==> src/rtl/aoms_pkg.sv <==
package aoms_pkg;

  // ----------------------------------------------------------------
  // Register map
  // ----------------------------------------------------------------
  localparam logic [7:0] ACCEL_X_OFFSET_ADDR    = 8'h2F;
  localparam logic [7:0] ACCEL_Y_OFFSET_ADDR    = 8'h30;
  localparam logic [7:0] ACCEL_Z_OFFSET_ADDR    = 8'h31;
  localparam logic [7:0] MAG_SAMPLE_STATUS_ADDR = 8'h32;
  localparam logic [7:0] MAG_X_HIGH_ADDR        = 8'h33;
  localparam logic [7:0] MAG_Y_HIGH_ADDR        = 8'h35;
  localparam logic [7:0] MAG_Z_HIGH_ADDR        = 8'h37;

  localparam logic [7:0] OFFSET_RESET           = 8'h00;
  localparam logic [7:0] STATUS_RESET           = 8'h00;
  localparam logic [7:0] UNMAPPED_READ          = 8'h00;

  // ----------------------------------------------------------------
  // Status field positions
  // ----------------------------------------------------------------
  localparam int STAT_XDR   = 0;
  localparam int STAT_YDR   = 1;
  localparam int STAT_ZDR   = 2;
  localparam int STAT_XYZDR = 3;
  localparam int STAT_XOW   = 4;
  localparam int STAT_YOW   = 5;
  localparam int STAT_ZOW   = 6;
  localparam int STAT_XYZOW = 7;

  // ----------------------------------------------------------------
  // Acceleration data path
  // ----------------------------------------------------------------
  localparam int ACCEL_W      = 14;
  localparam int SUM_W        = 16;
  // 2 mg per offset step against 0.25 mg per output step
  localparam int OFFSET_SHIFT = 3;
  localparam logic signed [SUM_W-1:0] ACCEL_MAX = 16'sh1FFF;
  localparam logic signed [SUM_W-1:0] ACCEL_MIN = -16'sh2000;

endpackage : aoms_pkg

==> src/rtl/aoms_axis_if.sv <==
`timescale 1ns/100ps
interface aoms_axis_if;
  logic acq;     // New acquisition for this axis completed
  logic msb_rd;  // Host read of this axis high byte
  logic ready;   // Axis new data flag
  logic ovw;     // Axis overwrite flag

  modport flags (input acq, input msb_rd, output ready, output ovw);
  modport ctrl  (output acq, output msb_rd, input ready, input ovw);
endinterface : aoms_axis_if

==> src/rtl/aoms_axis_flags.sv <==
`timescale 1ns/100ps
module aoms_axis_flags (
  input  wire logic   clk_in,      // Core clock
  input  wire logic   reset_n_in,  // Synchronous reset, active low
  aoms_axis_if.flags  axis         // Per-axis event and flag bundle
);

  logic ready;
  logic ovw;
  logic next_ready;
  logic next_ovw;

  // Set wins over clear so an acquisition landing on the read is kept
  always_comb begin
    next_ready = axis.acq | (ready & ~axis.msb_rd);
    next_ovw   = (axis.acq & ready) | (ovw & ~axis.msb_rd);
  end

  always_ff @(posedge clk_in) begin
    if (!reset_n_in) begin
      ready <= 1'b0;
      ovw   <= 1'b0;
    end else begin
      ready <= next_ready;
      ovw   <= next_ovw;
    end
  end

  assign axis.ready = ready;
  assign axis.ovw   = ovw;

endmodule : aoms_axis_flags

==> src/rtl/aoms_regs.sv <==
`timescale 1ns/100ps
// How it works
// - Offset registers change only in standby; host must enter standby first.
// - X offset: 8-bit signed, address 0x2F, read/write, resets to zero.
// - Y offset: 8-bit signed, address 0x30, read/write, resets to zero.
// - Z offset: 8-bit signed, address 0x31, read/write, resets to zero.
// - Status at 0x32, read-only, zero at reset, overwrite bits high, ready low.
// - Whole-set overwrite sets when new data arrives before previous set fully read.
// - Whole-set overwrite clears once all three axis high bytes are read, unless any axis acquisition completes in that cycle.
// - Z overwrite sets when Z acquisition completes before previous Z was read.
// - Z overwrite clears when the Z high byte is read, unless a Z acquisition completes in that cycle.
// - Y overwrite sets when Y acquisition completes before previous Y was read.
// - Y overwrite clears when the Y high byte is read, unless a Y acquisition completes in that cycle.
// - X overwrite sets when X acquisition completes before previous X was read.
// - X overwrite clears when the X high byte is read, unless an X acquisition completes in that cycle.
// - Offsets, 2 mg per step, are added to raw acceleration before output.
// - Axis ready sets on its acquisition, clears on its high byte read.
// - Whole-set ready marks a fresh XYZ set, clears after all high bytes read.
module aoms_regs (
  input  wire logic        clk_in,            // Core clock, 250 MHz
  input  wire logic        reset_n_in,        // Synchronous reset, active low
  input  wire logic [7:0]  reg_addr_in,       // Register address
  input  wire logic        reg_wr_in,         // Write strobe, one cycle
  input  wire logic        reg_rd_in,         // Read strobe, one cycle
  input  wire logic [7:0]  reg_wdata_in,      // Write data
  output logic      [7:0]  reg_rdata_out,     // Read data, cycle after strobe
  input  wire logic        standby_in,        // Device in standby
  input  wire logic        mag_acq_x_in,      // X magnetic acquisition done
  input  wire logic        mag_acq_y_in,      // Y magnetic acquisition done
  input  wire logic        mag_acq_z_in,      // Z magnetic acquisition done
  input  wire logic        accel_valid_in,    // Raw acceleration sample valid
  input  wire logic [13:0] accel_raw_x_in,    // Raw X acceleration
  input  wire logic [13:0] accel_raw_y_in,    // Raw Y acceleration
  input  wire logic [13:0] accel_raw_z_in,    // Raw Z acceleration
  output logic             accel_valid_out,   // Corrected sample valid
  output logic      [13:0] accel_x_out,       // Corrected X acceleration
  output logic      [13:0] accel_y_out,       // Corrected Y acceleration
  output logic      [13:0] accel_z_out,       // Corrected Z acceleration
  output logic      [7:0]  mag_status_out     // Live status byte
);

  // ----------------------------------------------------------------
  // Per-axis flags
  // ----------------------------------------------------------------
  aoms_axis_if ax_x ();
  aoms_axis_if ax_y ();
  aoms_axis_if ax_z ();

  logic rd_x_high;
  logic rd_y_high;
  logic rd_z_high;
  logic any_acq;

  assign rd_x_high = reg_rd_in && (reg_addr_in == aoms_pkg::MAG_X_HIGH_ADDR);
  assign rd_y_high = reg_rd_in && (reg_addr_in == aoms_pkg::MAG_Y_HIGH_ADDR);
  assign rd_z_high = reg_rd_in && (reg_addr_in == aoms_pkg::MAG_Z_HIGH_ADDR);
  assign any_acq   = mag_acq_x_in | mag_acq_y_in | mag_acq_z_in;

  assign ax_x.acq    = mag_acq_x_in;
  assign ax_x.msb_rd = rd_x_high;
  assign ax_y.acq    = mag_acq_y_in;
  assign ax_y.msb_rd = rd_y_high;
  assign ax_z.acq    = mag_acq_z_in;
  assign ax_z.msb_rd = rd_z_high;

  aoms_axis_flags u_flags_x (.clk_in(clk_in), .reset_n_in(reset_n_in), .axis(ax_x));
  aoms_axis_flags u_flags_y (.clk_in(clk_in), .reset_n_in(reset_n_in), .axis(ax_y));
  aoms_axis_flags u_flags_z (.clk_in(clk_in), .reset_n_in(reset_n_in), .axis(ax_z));

  // ----------------------------------------------------------------
  // Whole-set flags
  // ----------------------------------------------------------------
  logic       set_ready;
  logic       set_ovw;
  logic [2:0] high_seen;
  logic       next_set_ready;
  logic       next_set_ovw;
  logic [2:0] next_high_seen;
  logic [2:0] seen_now;
  logic       set_done;
  logic       set_fresh;

  // A set is fresh once every axis holds unread data after an acquisition
  // The seen mask restarts with each fresh set, so reads of an older set never count
  always_comb begin
    seen_now       = high_seen | {rd_z_high, rd_y_high, rd_x_high};
    set_done       = &seen_now;
    set_fresh      = any_acq && (mag_acq_x_in | (ax_x.ready & ~rd_x_high))
                             && (mag_acq_y_in | (ax_y.ready & ~rd_y_high))
                             && (mag_acq_z_in | (ax_z.ready & ~rd_z_high));
    next_high_seen = (set_fresh || set_done) ? 3'h0 : seen_now;
    next_set_ready = set_fresh | (set_ready & ~set_done);
    next_set_ovw   = (any_acq & set_ready) | (set_ovw & ~set_done);
  end

  always_ff @(posedge clk_in) begin
    if (!reset_n_in) begin
      set_ready <= 1'b0;
      set_ovw   <= 1'b0;
      high_seen <= 3'h0;
    end else begin
      set_ready <= next_set_ready;
      set_ovw   <= next_set_ovw;
      high_seen <= next_high_seen;
    end
  end

  logic [7:0] status;

  always_comb begin
    status = aoms_pkg::STATUS_RESET;
    status[aoms_pkg::STAT_XDR]   = ax_x.ready;
    status[aoms_pkg::STAT_YDR]   = ax_y.ready;
    status[aoms_pkg::STAT_ZDR]   = ax_z.ready;
    status[aoms_pkg::STAT_XYZDR] = set_ready;
    status[aoms_pkg::STAT_XOW]   = ax_x.ovw;
    status[aoms_pkg::STAT_YOW]   = ax_y.ovw;
    status[aoms_pkg::STAT_ZOW]   = ax_z.ovw;
    status[aoms_pkg::STAT_XYZOW] = set_ovw;
  end

  // ----------------------------------------------------------------
  // Offset registers and read port
  // ----------------------------------------------------------------
  logic [7:0] off_x;
  logic [7:0] off_y;
  logic [7:0] off_z;
  logic [7:0] next_off_x;
  logic [7:0] next_off_y;
  logic [7:0] next_off_z;
  logic [7:0] next_rdata;
  logic       wr_ok;

  // Writes outside standby are dropped silently; the host sees no error
  always_comb begin
    wr_ok      = reg_wr_in && standby_in;
    next_off_x = (wr_ok && reg_addr_in == aoms_pkg::ACCEL_X_OFFSET_ADDR) ? reg_wdata_in : off_x;
    next_off_y = (wr_ok && reg_addr_in == aoms_pkg::ACCEL_Y_OFFSET_ADDR) ? reg_wdata_in : off_y;
    next_off_z = (wr_ok && reg_addr_in == aoms_pkg::ACCEL_Z_OFFSET_ADDR) ? reg_wdata_in : off_z;
    next_rdata = reg_rdata_out;
    if (reg_rd_in) begin
      unique case (reg_addr_in)
        aoms_pkg::ACCEL_X_OFFSET_ADDR:    next_rdata = off_x;
        aoms_pkg::ACCEL_Y_OFFSET_ADDR:    next_rdata = off_y;
        aoms_pkg::ACCEL_Z_OFFSET_ADDR:    next_rdata = off_z;
        aoms_pkg::MAG_SAMPLE_STATUS_ADDR: next_rdata = status;
        default:                          next_rdata = aoms_pkg::UNMAPPED_READ;
      endcase
    end
  end

  always_ff @(posedge clk_in) begin
    if (!reset_n_in) begin
      off_x          <= aoms_pkg::OFFSET_RESET;
      off_y          <= aoms_pkg::OFFSET_RESET;
      off_z          <= aoms_pkg::OFFSET_RESET;
      reg_rdata_out  <= aoms_pkg::UNMAPPED_READ;
      mag_status_out <= aoms_pkg::STATUS_RESET;
    end else begin
      off_x          <= next_off_x;
      off_y          <= next_off_y;
      off_z          <= next_off_z;
      reg_rdata_out  <= next_rdata;
      mag_status_out <= status;
    end
  end

  // ----------------------------------------------------------------
  // Offset correction
  // ----------------------------------------------------------------
  // Saturate rather than wrap so a large offset cannot flip the sign
  function automatic logic [13:0] aoms_correct(input logic [13:0] raw, input logic [7:0] off);
    logic signed [15:0] sum;
    sum = 16'(signed'(raw)) + (16'(signed'(off)) <<< aoms_pkg::OFFSET_SHIFT);
    if (sum > aoms_pkg::ACCEL_MAX) begin
      sum = aoms_pkg::ACCEL_MAX;
    end else if (sum < aoms_pkg::ACCEL_MIN) begin
      sum = aoms_pkg::ACCEL_MIN;
    end
    return sum[13:0];
  endfunction : aoms_correct

  logic        next_accel_valid;
  logic [13:0] next_accel_x;
  logic [13:0] next_accel_y;
  logic [13:0] next_accel_z;

  always_comb begin
    next_accel_valid = accel_valid_in;
    next_accel_x     = accel_valid_in ? aoms_correct(accel_raw_x_in, off_x) : accel_x_out;
    next_accel_y     = accel_valid_in ? aoms_correct(accel_raw_y_in, off_y) : accel_y_out;
    next_accel_z     = accel_valid_in ? aoms_correct(accel_raw_z_in, off_z) : accel_z_out;
  end

  always_ff @(posedge clk_in) begin
    if (!reset_n_in) begin
      accel_valid_out <= 1'b0;
      accel_x_out     <= 14'h0000;
      accel_y_out     <= 14'h0000;
      accel_z_out     <= 14'h0000;
    end else begin
      accel_valid_out <= next_accel_valid;
      accel_x_out     <= next_accel_x;
      accel_y_out     <= next_accel_y;
      accel_z_out     <= next_accel_z;
    end
  end
endmodule : aoms_regs

==> config.mk <==
export PLATFORM = sky130hd
export DESIGN_NAME = aoms_regs
export DESIGN_NICKNAME = d
export VERILOG_FILES = /design/src/rtl/aoms_pkg.sv /design/src/rtl/aoms_axis_if.sv /design/src/rtl/aoms_axis_flags.sv /design/src/rtl/aoms_regs.sv
export SDC_FILE = /design/constraint.sdc
export NUM_CORES = 1
export LEC_CHECK = 0
export BUFFER_PORTS_ARGS = -buffer_cell sky130_fd_sc_hd__clkbuf_2
export CORE_MARGIN = 2
export CORE_UTILIZATION = 25
export DETAILED_ROUTE_END_ITERATION = 8
export GPL_TIMING_DRIVEN = 0
export SYNTH_ARGS = -nofsm -noshare
export SYNTH_HDL_FRONTEND = slang
export SYNTH_SLANG_ARGS = --single-unit
==> constraint.sdc <==
create_clock -name clk_in -period 2.8 [get_ports clk_in]
set_input_delay 0.28 -clock clk_in [delete_from_list [all_inputs] [get_ports clk_in]]
set_output_delay 0.28 -clock clk_in [all_outputs]
set_load 0.01 [all_outputs]
==> flow_summary.toml, run 1 <==
[run_status]
status = "finished clean"

[logic_synthesis]
synth-async-reset-ratio_pct = 0
syn_avg_cell_area_um2 = 9.14
mappedNetlistArea_um2 = 5410
post-synth-top-area-cell = "sky130_fd_sc_hd__dfxtp_1"
synth_seq_cells = 94
syn_inst = 592
synth_top_area_share_pct = 34.8
portion_of_the_post_synthesis_area_used_by_sequential_elements_pct = 34.8
synthesis.yosys.warnings = 0
number_of_flops_mapped_to_enable_cells_by_yosys = 0
synth_area_leaders = "sky130_fd_sc_hd__dfxtp_1 35%, sky130_fd_sc_hd__ha_1 7.6%, sky130_fd_sc_hd__o21ai_0 5.6%"
synth_cell_type_count = 73
syn-num-nets = 695
synth_flop_cell = "sky130_fd_sc_hd__dfxtp_1"

[clock_network]
numClockSinks = 94
cts_tree = "yes"
cts.root.buffer_cell = "sky130_fd_sc_hd__clkbuf_16"
clock_tree.htree_level_count = 3
cts-root-to-sink-buffers = 2
ctsHoldBuffers = 0
path_clk_slew_ns = 0.07
insertion_delay_ns = 0.35
cts_inserted_buffers = 9

[critical_path]
setup.worst_path.end_class = "flop"
slowest_stage = "sky130_fd_sc_hd__mux2_2"
crit_path_max_fanout = 8
critical_path.cell_chain = "ha_1 > inv_1 > fa_1 > nand2b_1 > a21oi_2 > o2111ai_1 > nand2_1 > mux2_2 > nor2_2 > a21oi_1"
critPathKind = "flop to flop"
critical_path.max_stage_delay_ns = 0.44
r2r.worst_path.cells = 10
cp_data_required_time_ns = 3.03
crit-reg2reg-launch = "off_x[0]$_SDFFE_PN0P_"
worstSetupStartpointType = "flop"
cp_data_arrival_time_ns = 2.86
r2r_setup_slack_ns = 0.17
worstReg2RegEnd = "accel_x_out[11]$_SDFFE_PN0P_"

[route]
detail_route.drc_violations = 0
post_drt_via_cell_ratio = 4.64
drt_iter0_markers = 173
drtPass1Iterations = 4
routed-via-count = 4655
antenna_violating_nets_post_route = 0
routedLengthMet1_um = 7480
routedWlPerCell_um = 15.7
met3WireLength_um = 742
routed_wirelength_um = 15700
highest-signal-layer = "met4"
wl_met2_um = 7270

[final_layout]
diodes = 0
mostFrequentLayoutCell = "sky130_fd_sc_hd__clkbuf_2"
filler_cell_count = 2265
finish.utilization_pct = 31.6
syn2layout_area_growth_pct = 23.7
layout-drive-gt1-share_pct = 28.6
nets = 828
final_cell_mix = "121 x sky130_fd_sc_hd__clkbuf_2, 93 x sky130_fd_sc_hd__dfxtp_1, 61 x sky130_fd_sc_hd__o21ai_0"

[floorplan]
dieArea_um2 = 22800
num_io_pins = 126
initial_core_utilization_pct = 25.6
core_region_area_um2 = 21200
die_x_extent_um = 151
chipHeight_um = 151
fp-row-count = 53

[min_path]
hold_path_depth = 3
hold_path_end = "accel_z_out[2]$_SDFFE_PN0P_"
hp-start = "accel_raw_z_in[2]"
min_path_type = "input pin to flop"

[sta]
worst-slew-pin-transition_ns = 1.04
final.hold.worst_slack_ns = 0.167
post-route-worst-setup-slack_ns = 0.169
rsz0062_at_grt = "yes"
clock_skew_ns = 0.00980
final_max_slew_viol_count = 0
fin_crit_ns = 2.63
timing.max_slew.rel_slack_pct = 29.8
layout_worst_path_cycle_share_pct = 93.9
final_hold_viol_count = 0
max_clock_freq_mhz = 380
setup_viol = 0

[run]
max-cap-violations = 0

[global_route]
maximum_number_of_pins_on_one_net_before_global_route_repair = 15
gr-total-overflow = 0
number_of_antenna_violations_at_the_first_check_in_global_routing = 0
first_global_vias = 4356
grt_first_pass_wirelength_um = 23800
globalRouteTotalUtil_pct = 13.7

[power_and_ir_drop]
clockPowerShare_pct = 41.3
max-vdd-ir-drop_mv = 0.291
swShare_pct = 25.0
power-per-cell-area_nw_per_um2 = 467
total_switching_power_uw = 782
static-leakage-power_uw = 0.00301
seq_power_share_pct = 45.6
combPwrFrac_pct = 13.1
p_total_uw = 3130
power.internal_uw = 2340

[placement]
i_o_buffers = 121
detailed_place_hpwl_um = 12700
dp_worst_setup_slack_ns = 0.0274
globalplace.congestion = 0.857
final cells by class:
| type | instances | area, µm² | share of cell area, % |
|---|---|---|---|
| Clock buffer | 10 | 229 | 3.42 |
| Inverter | 23 | 86.3 | 1.29 |
| Timing Repair Buffer | 122 | 613 | 9.16 |
| Clock inverter | 4 | 73.8 | 1.10 |
| Sequential cell | 94 | 1880 | 28.1 |
| Buffer | 25 | 135 | 2.02 |
| Tap cell | 275 | 344 | 5.14 |
| Multi-Input combinational cell | 450 | 3330 | 49.7 |
critical path, delay by kind of cell, from the launching register on:
family | cells | cell delay [ns]
compound gates | 3 | 0.43
fa+ha+maj | 2 | 0.59
buf+inv | 1 | 0.07
flops | 1 | 0.40
mux | 1 | 0.44
simple gates | 3 | 0.60
per-layer routing:
layer / vias up / track usage, %
li1: 2414 / -
met1: 2131 / 17.9
met2: 97 / 22.5
met3: 13 / 3.37
met4: 0 / 3.64
met5: - / 0
registers in the layout, indices dropped and copies added, names as in the netlist, 3 cells and up:
register	count
off_z	8
off_x	8
accel_y_out	14
high_seen	3
off_y	8
mag_status_out	8
accel_x_out	14
reg_rdata_out	8
accel_z_out	14
cells by family after synthesis:
kind of cell / synth area share [%]
buf+inv: 4.09
xor+xnor: 3.08
simple gates: 18.7
flops: 34.8
mux: 5.11
fa+ha+maj: 11.4
compound gates: 22.8
synthesized netlist by cell type (all sizes together), types with 3 or more instances:
| master | instances |
|---|---|
| nor2 | 24 |
| a211oi | 4 |
| or2 | 3 |
| nand2 | 42 |
| maj3 | 13 |
| inv | 22 |
| o21ai | 62 |
| a21o | 11 |
| nor3 | 9 |
| and2 | 7 |
| a22o | 9 |
| dfxtp | 94 |
| a211o | 3 |
| ha | 33 |
| nor2b | 35 |
| nand3 | 18 |
| a31oi | 8 |
| a21boi | 3 |
| xor2 | 8 |
| buf | 9 |
| a222oi | 3 |
| a21oi | 58 |
| nor3b | 3 |
| and3 | 3 |
| o21a | 5 |
| mux2i | 25 |
| a221oi | 5 |
| nand2b | 6 |
| xnor2 | 11 |
| fa | 3 |
| nand3b | 4 |
| or3 | 5 |
| clkbuf | 16 |
power groups by stage:
stage	sequential (µW)	combinational (µW)	clock, µW
5_1_grt	1430	456	1390
3_5_place_dp	1460	413	0
6_report	1420	410	1290
2_1_floorplan	1470	216	0
3_3_place_gp	1450	411	0
4_1_cts	1430	415	1330
stage by stage:
stage / instances / instance area [µm²] / setup TNS [ns]
final: 1003 / 6690 / 0
after global routing: 1003 / 6690 / -0.0834
after CTS: 1003 / 6670 / 0
after detailed placement: 988 / 6360 / 0
after global placement: 988 / 6360 / 0
after floorplan: 592 / 5410 / 0
worst max-delay path by stage:
| stage | start | endpoint | slack (ns) |
|---|---|---|---|
| after global placement | off_z[0]$_SDFFE_PN0P_ | accel_z_out[12]$_SDFFE_PN0P_ | 0.004 |
| final | off_x[0]$_SDFFE_PN0P_ | accel_x_out[11]$_SDFFE_PN0P_ | 0.17 |
| after detailed placement | off_z[0]$_SDFFE_PN0P_ | accel_z_out[12]$_SDFFE_PN0P_ | 0.03 |
| after global routing | off_x[0]$_SDFFE_PN0P_ | accel_x_out[7]$_SDFFE_PN0P_ | -0.02 |
| after floorplan | off_z[0]$_SDFFE_PN0P_ | accel_z_out[12]$_SDFFE_PN0P_ | 0.41 |
| after CTS | off_z[0]$_SDFFE_PN0P_ | accel_z_out[12]$_SDFFE_PN0P_ | 0.06 |
repair_timing:
item | CTS | global route
endpoints found under the hold margin | 0 | 0
cloned | 0 | 0
buffers inserted | 1 | 0
endpoints found under the setup margin | 8 | 26
gates resized for setup | 0 | 5
pin swaps | 1 | 1
(Power assumes the default switching activity.)
==> run 2: changes to the inputs <==
Settings changed: RECOVER_POWER set to 100.
==> run 2 against run 1 <==
  * Clock-buffer cell count stayed put
  * Sequential power is essentially flat
  * Hold slack better by 0.0021 ns
  * Via count increased by 0.24%
  * Clock skew hardly changed
  * Power fell by 0.68%
  * Sequential share of layout area is 0.84 points higher
  * Setup slack lost 0.0067 ns
  * Wire length rose by 0.71%
  * Final cell count stayed put
  * Critical path type unchanged
  * Non-clock buffer count is the same
  * First-iteration DRC count shrank 0.58%
==> flow_summary.toml, run 2 (same netlist as run 1, synthesis figures left out) <==
[run_status]
status = "finished clean"

[global_route]
grt_first_pass_wirelength_um = 23800
globalRouteTotalUtil_pct = 13.7
first_global_vias = 4356
maximum_number_of_pins_on_one_net_before_global_route_repair = 15
number_of_antenna_violations_at_the_first_check_in_global_routing = 0
gr-total-overflow = 0

[sta]
setup_viol = 0
final.hold.worst_slack_ns = 0.169
fin_crit_ns = 2.64
rsz0062_at_grt = "yes"
layout_worst_path_cycle_share_pct = 94.2
max_clock_freq_mhz = 379
final_max_slew_viol_count = 0
clock_skew_ns = 0.0102
worst-slew-pin-transition_ns = 1.24
timing.max_slew.rel_slack_pct = 16.3
final_hold_viol_count = 0

[power_and_ir_drop]
max-vdd-ir-drop_mv = 0.290
static-leakage-power_uw = 0.00278
power-per-cell-area_nw_per_um2 = 478

[placement]
detailed_place_hpwl_um = 12700
globalplace.congestion = 0.857
dp_cells = 988
i_o_buffers = 121

[floorplan]
die_x_extent_um = 151
core_region_area_um2 = 21200
fp-row-count = 53
initial_core_utilization_pct = 25.6
num_io_pins = 126
dieArea_um2 = 22800
chipHeight_um = 151

[route]
post_drt_via_cell_ratio = 4.65
antenna_violating_nets_post_route = 0
routed-via-count = 4666
drt_iter0_markers = 172
drtPass1Iterations = 4
detail_route.drc_violations = 0
routedWlPerCell_um = 15.8
routed_wirelength_um = 15800

[final_layout]
final_cell_mix = "93 x sky130_fd_sc_hd__dfxtp_1, 78 x sky130_fd_sc_hd__clkbuf_1, 61 x sky130_fd_sc_hd__o21ai_0, 61 x sky130_fd_sc_hd__clkbuf_2, 46 x sky130_fd_sc_hd__a21oi_1"
mostFrequentLayoutCell = "sky130_fd_sc_hd__dfxtp_1"
diodes = 0
syn2layout_area_growth_pct = 20.1
nets = 828
stdcell_count = 1003
finish.utilization_pct = 30.7
layout-drive-gt1-share_pct = 17.3
reg.largest.list = "accel_x_out (14), accel_y_out (14), accel_z_out (14)"

[critical_path]
cp_data_arrival_time_ns = 2.91
critPathKind = "flop to flop"
cp_data_required_time_ns = 3.08
crit_path_max_fanout = 10
worstSetupStartpointType = "flop"
setup.worst_path.end_class = "flop"

[clock_network]
numClockSinks = 94
cts_tree = "yes"
cts_inserted_buffers = 9
path_clk_slew_ns = 0.06
cts.root.buffer_cell = "sky130_fd_sc_hd__clkbuf_16"
clock_tree.htree_level_count = 3
cts-root-to-sink-buffers = 2
insertion_delay_ns = 0.35

[run]
max-cap-violations = 0

[min_path]
min_path_type = "input pin to flop"
run 2: cell count changes in the layout (fill, tap and decap cells not counted), sizes merged:
cell and change:
clkbuf +1, buf -1
run 2: final cells by class:
cell class | instances | area, µm²
repair buffers | 122 | 538
multi-input cells | 450 | 3210
clock inverters | 4 | 73.8
well taps | 275 | 344
fillers | 2318 | 14700
inverters | 23 | 86.3
plain buffers | 25 | 130
flip-flops and latches | 94 | 1880
clock buffers | 10 | 229
run 2: final timing paths:
check                                              startpoint                       endpoint  slack, ns  cells past startpoint
worst max-delay path                    off_z[0]$_SDFFE_PN0P_    accel_z_out[5]$_SDFFE_PN0P_       0.16                     11
worst min-delay path                        accel_raw_z_in[1]    accel_z_out[1]$_SDFFE_PN0P_       0.17                      3
worst max register to register          off_z[0]$_SDFFE_PN0P_    accel_z_out[5]$_SDFFE_PN0P_       0.16                     11
worst min register to register  reg_rdata_out[3]$_SDFFE_PN0P_  reg_rdata_out[3]$_SDFFE_PN0P_       0.45                      1
run 2: power breakdown:
group | internal (µW) | switching, µW | leakage [µW]
logic | 157 | 230 | 0.00186
registers | 1400 | 29.2 | 0.000772
clock network | 773 | 520 | 0.000148
run 2: stage by stage:
step                      setup TNS, ns  setup slack (ns)  power, µW  instance area [µm²]
after CTS                             0            0.0580       3170                 6670
after global routing            -0.0882           -0.0250       3250                 6500
after detailed placement              0            0.0274       1870                 6360
final                                 0             0.163       3100                 6500
after floorplan                       0             0.414       1690                 5410
after global placement                0           0.00370       1870                 6360
run 2: layer usage:
metal | GRT usage (%) | part of all wire (%) | up-vias
met4 | 3.64 | 1.3 | 0
met3 | 3.37 | 5.7 | 13
met2 | 22.5 | 46 | 110
met1 | 17.9 | 47 | 2127
met5 | 0 | 0 | -
li1 | - | - | 2416
run 2: critical path, cell delays in order (launching register included):
cell	delay [ns]
sky130_fd_sc_hd__dfxtp_2	0.37
sky130_fd_sc_hd__ha_2	0.22
sky130_fd_sc_hd__inv_1	0.05
sky130_fd_sc_hd__fa_1	0.44
sky130_fd_sc_hd__nor2b_4	0.15
sky130_fd_sc_hd__nor3_2	0.06
sky130_fd_sc_hd__o31ai_4	0.29
sky130_fd_sc_hd__a221o_1	0.25
sky130_fd_sc_hd__mux2i_2	0.33
sky130_fd_sc_hd__buf_6	0.20
sky130_fd_sc_hd__nand2_1	0.08
sky130_fd_sc_hd__a21oi_2	0.12
run 2: timing repair:
| item | 4_1_cts | 5_1_grt |
|---|---|---|
| hold buffers | 0 | 0 |
| setup endpoints to repair | 8 | 26 |
| hold endpoints to repair | 0 | 0 |
| buffers inserted | 1 | 0 |
| pin swaps | 1 | 1 |
| gates resized for setup | 0 | 5 |
==> run 3: changes to the inputs <==
Settings changed: ABC_AREA set to 1.
==> run 3 against run 2 <==
  * Critical endpoint is now accel_x_out[1]$_SDFFE_PN0P_
  * Die area is 0.34% lower
  * Clock power decreased by 5%
  * Core utilization grew 0.085 points
  * Highest routed layer unchanged
==> flow_summary.toml, run 3 <==
[run_status]
status = "finished clean"

[logic_synthesis]
synth_commonest_cells = "200 x sky130_fd_sc_hd__nand2_1, 105 x sky130_fd_sc_hd__inv_1, 94 x sky130_fd_sc_hd__dfxtp_1, 85 x sky130_fd_sc_hd__a21oi_1, 71 x sky130_fd_sc_hd__o21ai_0"
synth_cell_type_count = 35
post-synth-top-area-cell = "sky130_fd_sc_hd__dfxtp_1"
mappedNetlistArea_um2 = 5390
syn-num-nets = 872
synth_seq_cells = 94
syn_avg_cell_area_um2 = 7.01
synth-async-reset-ratio_pct = 0
syn_inst = 769
synth_top_area_share_pct = 34.9
synthesis.yosys.warnings = 0
number_of_flops_mapped_to_enable_cells_by_yosys = 0
post-synth-top-count-cell = "sky130_fd_sc_hd__nand2_1"
synth_area_leaders = "sky130_fd_sc_hd__dfxtp_1 35%, sky130_fd_sc_hd__nand2_1 14%, sky130_fd_sc_hd__a21oi_1 7.9%"
synth_flop_cell = "sky130_fd_sc_hd__dfxtp_1"
portion_of_the_post_synthesis_area_used_by_sequential_elements_pct = 34.9

[clock_network]
clock_tree.htree_level_count = 3
ctsHoldBuffers = 0
post_cts.resized_instances = 0
path_clk_slew_ns = 0.07
cts_tree = "yes"
numClockSinks = 94
cts_inserted_buffers = 9
postCtsSetupBuffers = 0
cts.root.buffer_cell = "sky130_fd_sc_hd__clkbuf_16"
cts-root-to-sink-buffers = 2
insertion_delay_ns = 0.35

[min_path]
min_path_type = "input pin to flop"

[floorplan]
num_io_pins = 126
fp-row-count = 53
initial_core_utilization_pct = 25.6
core_region_area_um2 = 21100
chipHeight_um = 151
die_x_extent_um = 151
dieArea_um2 = 22800

[placement]
dp_cells = 1168
i_o_buffers = 124
globalplace.congestion = 0.848
detailed_place_hpwl_um = 13200

[route]
routedWlPerCell_um = 13.7
antenna_violating_nets_post_route = 0
drt_iter0_markers = 271
routed-via-count = 5284
detail_route.drc_violations = 0
routed_wirelength_um = 16200
drtPass1Iterations = 4
post_drt_via_cell_ratio = 4.46

[sta]
final_hold_viol_count = 0
timing.max_slew.rel_slack_pct = 54.2
fin_setup_tns_ns = 0
fin_crit_ns = 2.33
setup_viol = 0
worst-slew-pin-transition_ns = 0.686
final_max_slew_viol_count = 0
layout_worst_path_cycle_share_pct = 83.3
clock_skew_ns = 0.00495
rsz0062_at_grt = "no"
max_clock_freq_mhz = 429
final.hold.worst_slack_ns = 0.161

[power_and_ir_drop]
power-per-cell-area_nw_per_um2 = 470
max-vdd-ir-drop_mv = 0.387
static-leakage-power_uw = 0.00304

[global_route]
maximum_number_of_pins_on_one_net_before_global_route_repair = 19
first_global_vias = 4904
globalRouteTotalUtil_pct = 14.3
gr-total-overflow = 0
grt_first_pass_wirelength_um = 24900
number_of_antenna_violations_at_the_first_check_in_global_routing = 0

[critical_path]
cp_data_required_time_ns = 3.04
critPathKind = "flop to flop"
setup.worst_path.end_class = "flop"
slowest_stage = "sky130_fd_sc_hd__dfxtp_1"
cp_data_arrival_time_ns = 2.57
critical_path.cell_chain = "ha_1 > inv_1 > o21bai_1 > nor2_1 > nand3_2 > nand2_1 > nand2_1 > a21oi_1 > buf_6 > a21oi_1"
crit_path_max_fanout = 10
critical_path.max_stage_delay_ns = 0.46
worstSetupStartpointType = "flop"

[final_layout]
nets = 1007
mostFrequentLayoutCell = "sky130_fd_sc_hd__nand2_1"
diodes = 0
final_cell_mix = "204 x sky130_fd_sc_hd__nand2_1, 106 x sky130_fd_sc_hd__inv_1, 95 x sky130_fd_sc_hd__a21oi_1"
filler_cell_count = 2416
syn2layout_area_growth_pct = 20.5
layout-drive-gt1-share_pct = 11.8
stdcell_count = 1184
reg.largest.list = "accel_x_out (14), accel_y_out (14), accel_z_out (14)"

[run]
max-cap-violations = 0
-- run 3: worst paths after layout --
kind	from	slack, ns	cells past startpoint	end
setup reg to reg	off_x[7]$_SDFFE_PN0P_	0.47	10	accel_x_out[1]$_SDFFE_PN0P_
hold / removal	accel_raw_x_in[2]	0.16	3	accel_x_out[2]$_SDFFE_PN0P_
hold reg to reg	set_ovw$_SDFF_PN0_	0.46	2	mag_status_out[7]$_SDFF_PN0_
setup / recovery	off_x[7]$_SDFFE_PN0P_	0.47	10	accel_x_out[1]$_SDFFE_PN0P_
-- run 3: cells by family (layout without fill, tap and decap cells) --
group	Yosys count	after routing	synth area share (%)
buffers and inverters	127	267	9.28
DFF	94	94	34.9
and+or+nand+nor	307	307	25.4
AOI/OAI and AO/OA	187	187	18.8
xor gates and xnor gates	18	18	2.92
adders and majority gates	36	36	8.77
-- run 3: power breakdown --
| part | leakage, µW | switching (µW) | internal (µW) | total (µW) |
|---|---|---|---|---|
| sequential | 0.000771 | 30.7 | 1400 | 1430 |
| combinational | 0.00213 | 255 | 146 | 401 |
| clock | 0.000139 | 600 | 625 | 1220 |
| total | 0.00304 | 886 | 2170 | 3050 |
-- run 3: worst max-delay path: cells and delay by family (launching register included) --
| kind | cells | cell delay [ns] |
|---|---|---|
| fa+ha+maj | 1 | 0.33 |
| flops | 1 | 0.46 |
| compound gates | 3 | 0.51 |
| buf+inv | 2 | 0.35 |
| simple gates | 4 | 0.56 |
-- run 3: per-stage QoR --
step,cell area [µm²],setup slack [ns],total power [µW],util [%]
3_3_place_gp,6360,0.661,1890,30.1
4_1_cts,6650,0.618,3130,31.5
2_1_floorplan,5390,0.979,1710,-
3_5_place_dp,6360,0.631,1890,30.1
6_report,6500,0.467,3050,30.8
5_1_grt,6500,0.272,3200,30.8
-- run 3: area by class of cell --
| cell class | instances | area (µm²) | area share, % |
|---|---|---|---|
| Tap cell | 275 | 344 | 5.30 |
| Multi-Input combinational cell | 548 | 2930 | 45.1 |
| Buffer | 20 | 98.8 | 1.52 |
| Sequential cell | 94 | 1880 | 29.0 |
| Clock inverter | 7 | 67.6 | 1.04 |
| Timing Repair Buffer | 124 | 546 | 8.40 |
| Clock buffer | 9 | 225 | 3.47 |
| Inverter | 107 | 402 | 6.18 |
-- run 3: routing by layer --
layer | global-route usage [%] | up-vias | routed length (µm)
li1 | - | 2789 | -
met1 | 19.0 | 2377 | 7800
met2 | 23.4 | 107 | 7340
met3 | 3.37 | 11 | 902
met4 | 3.22 | 0 | 183
met5 | 0 | - | 0
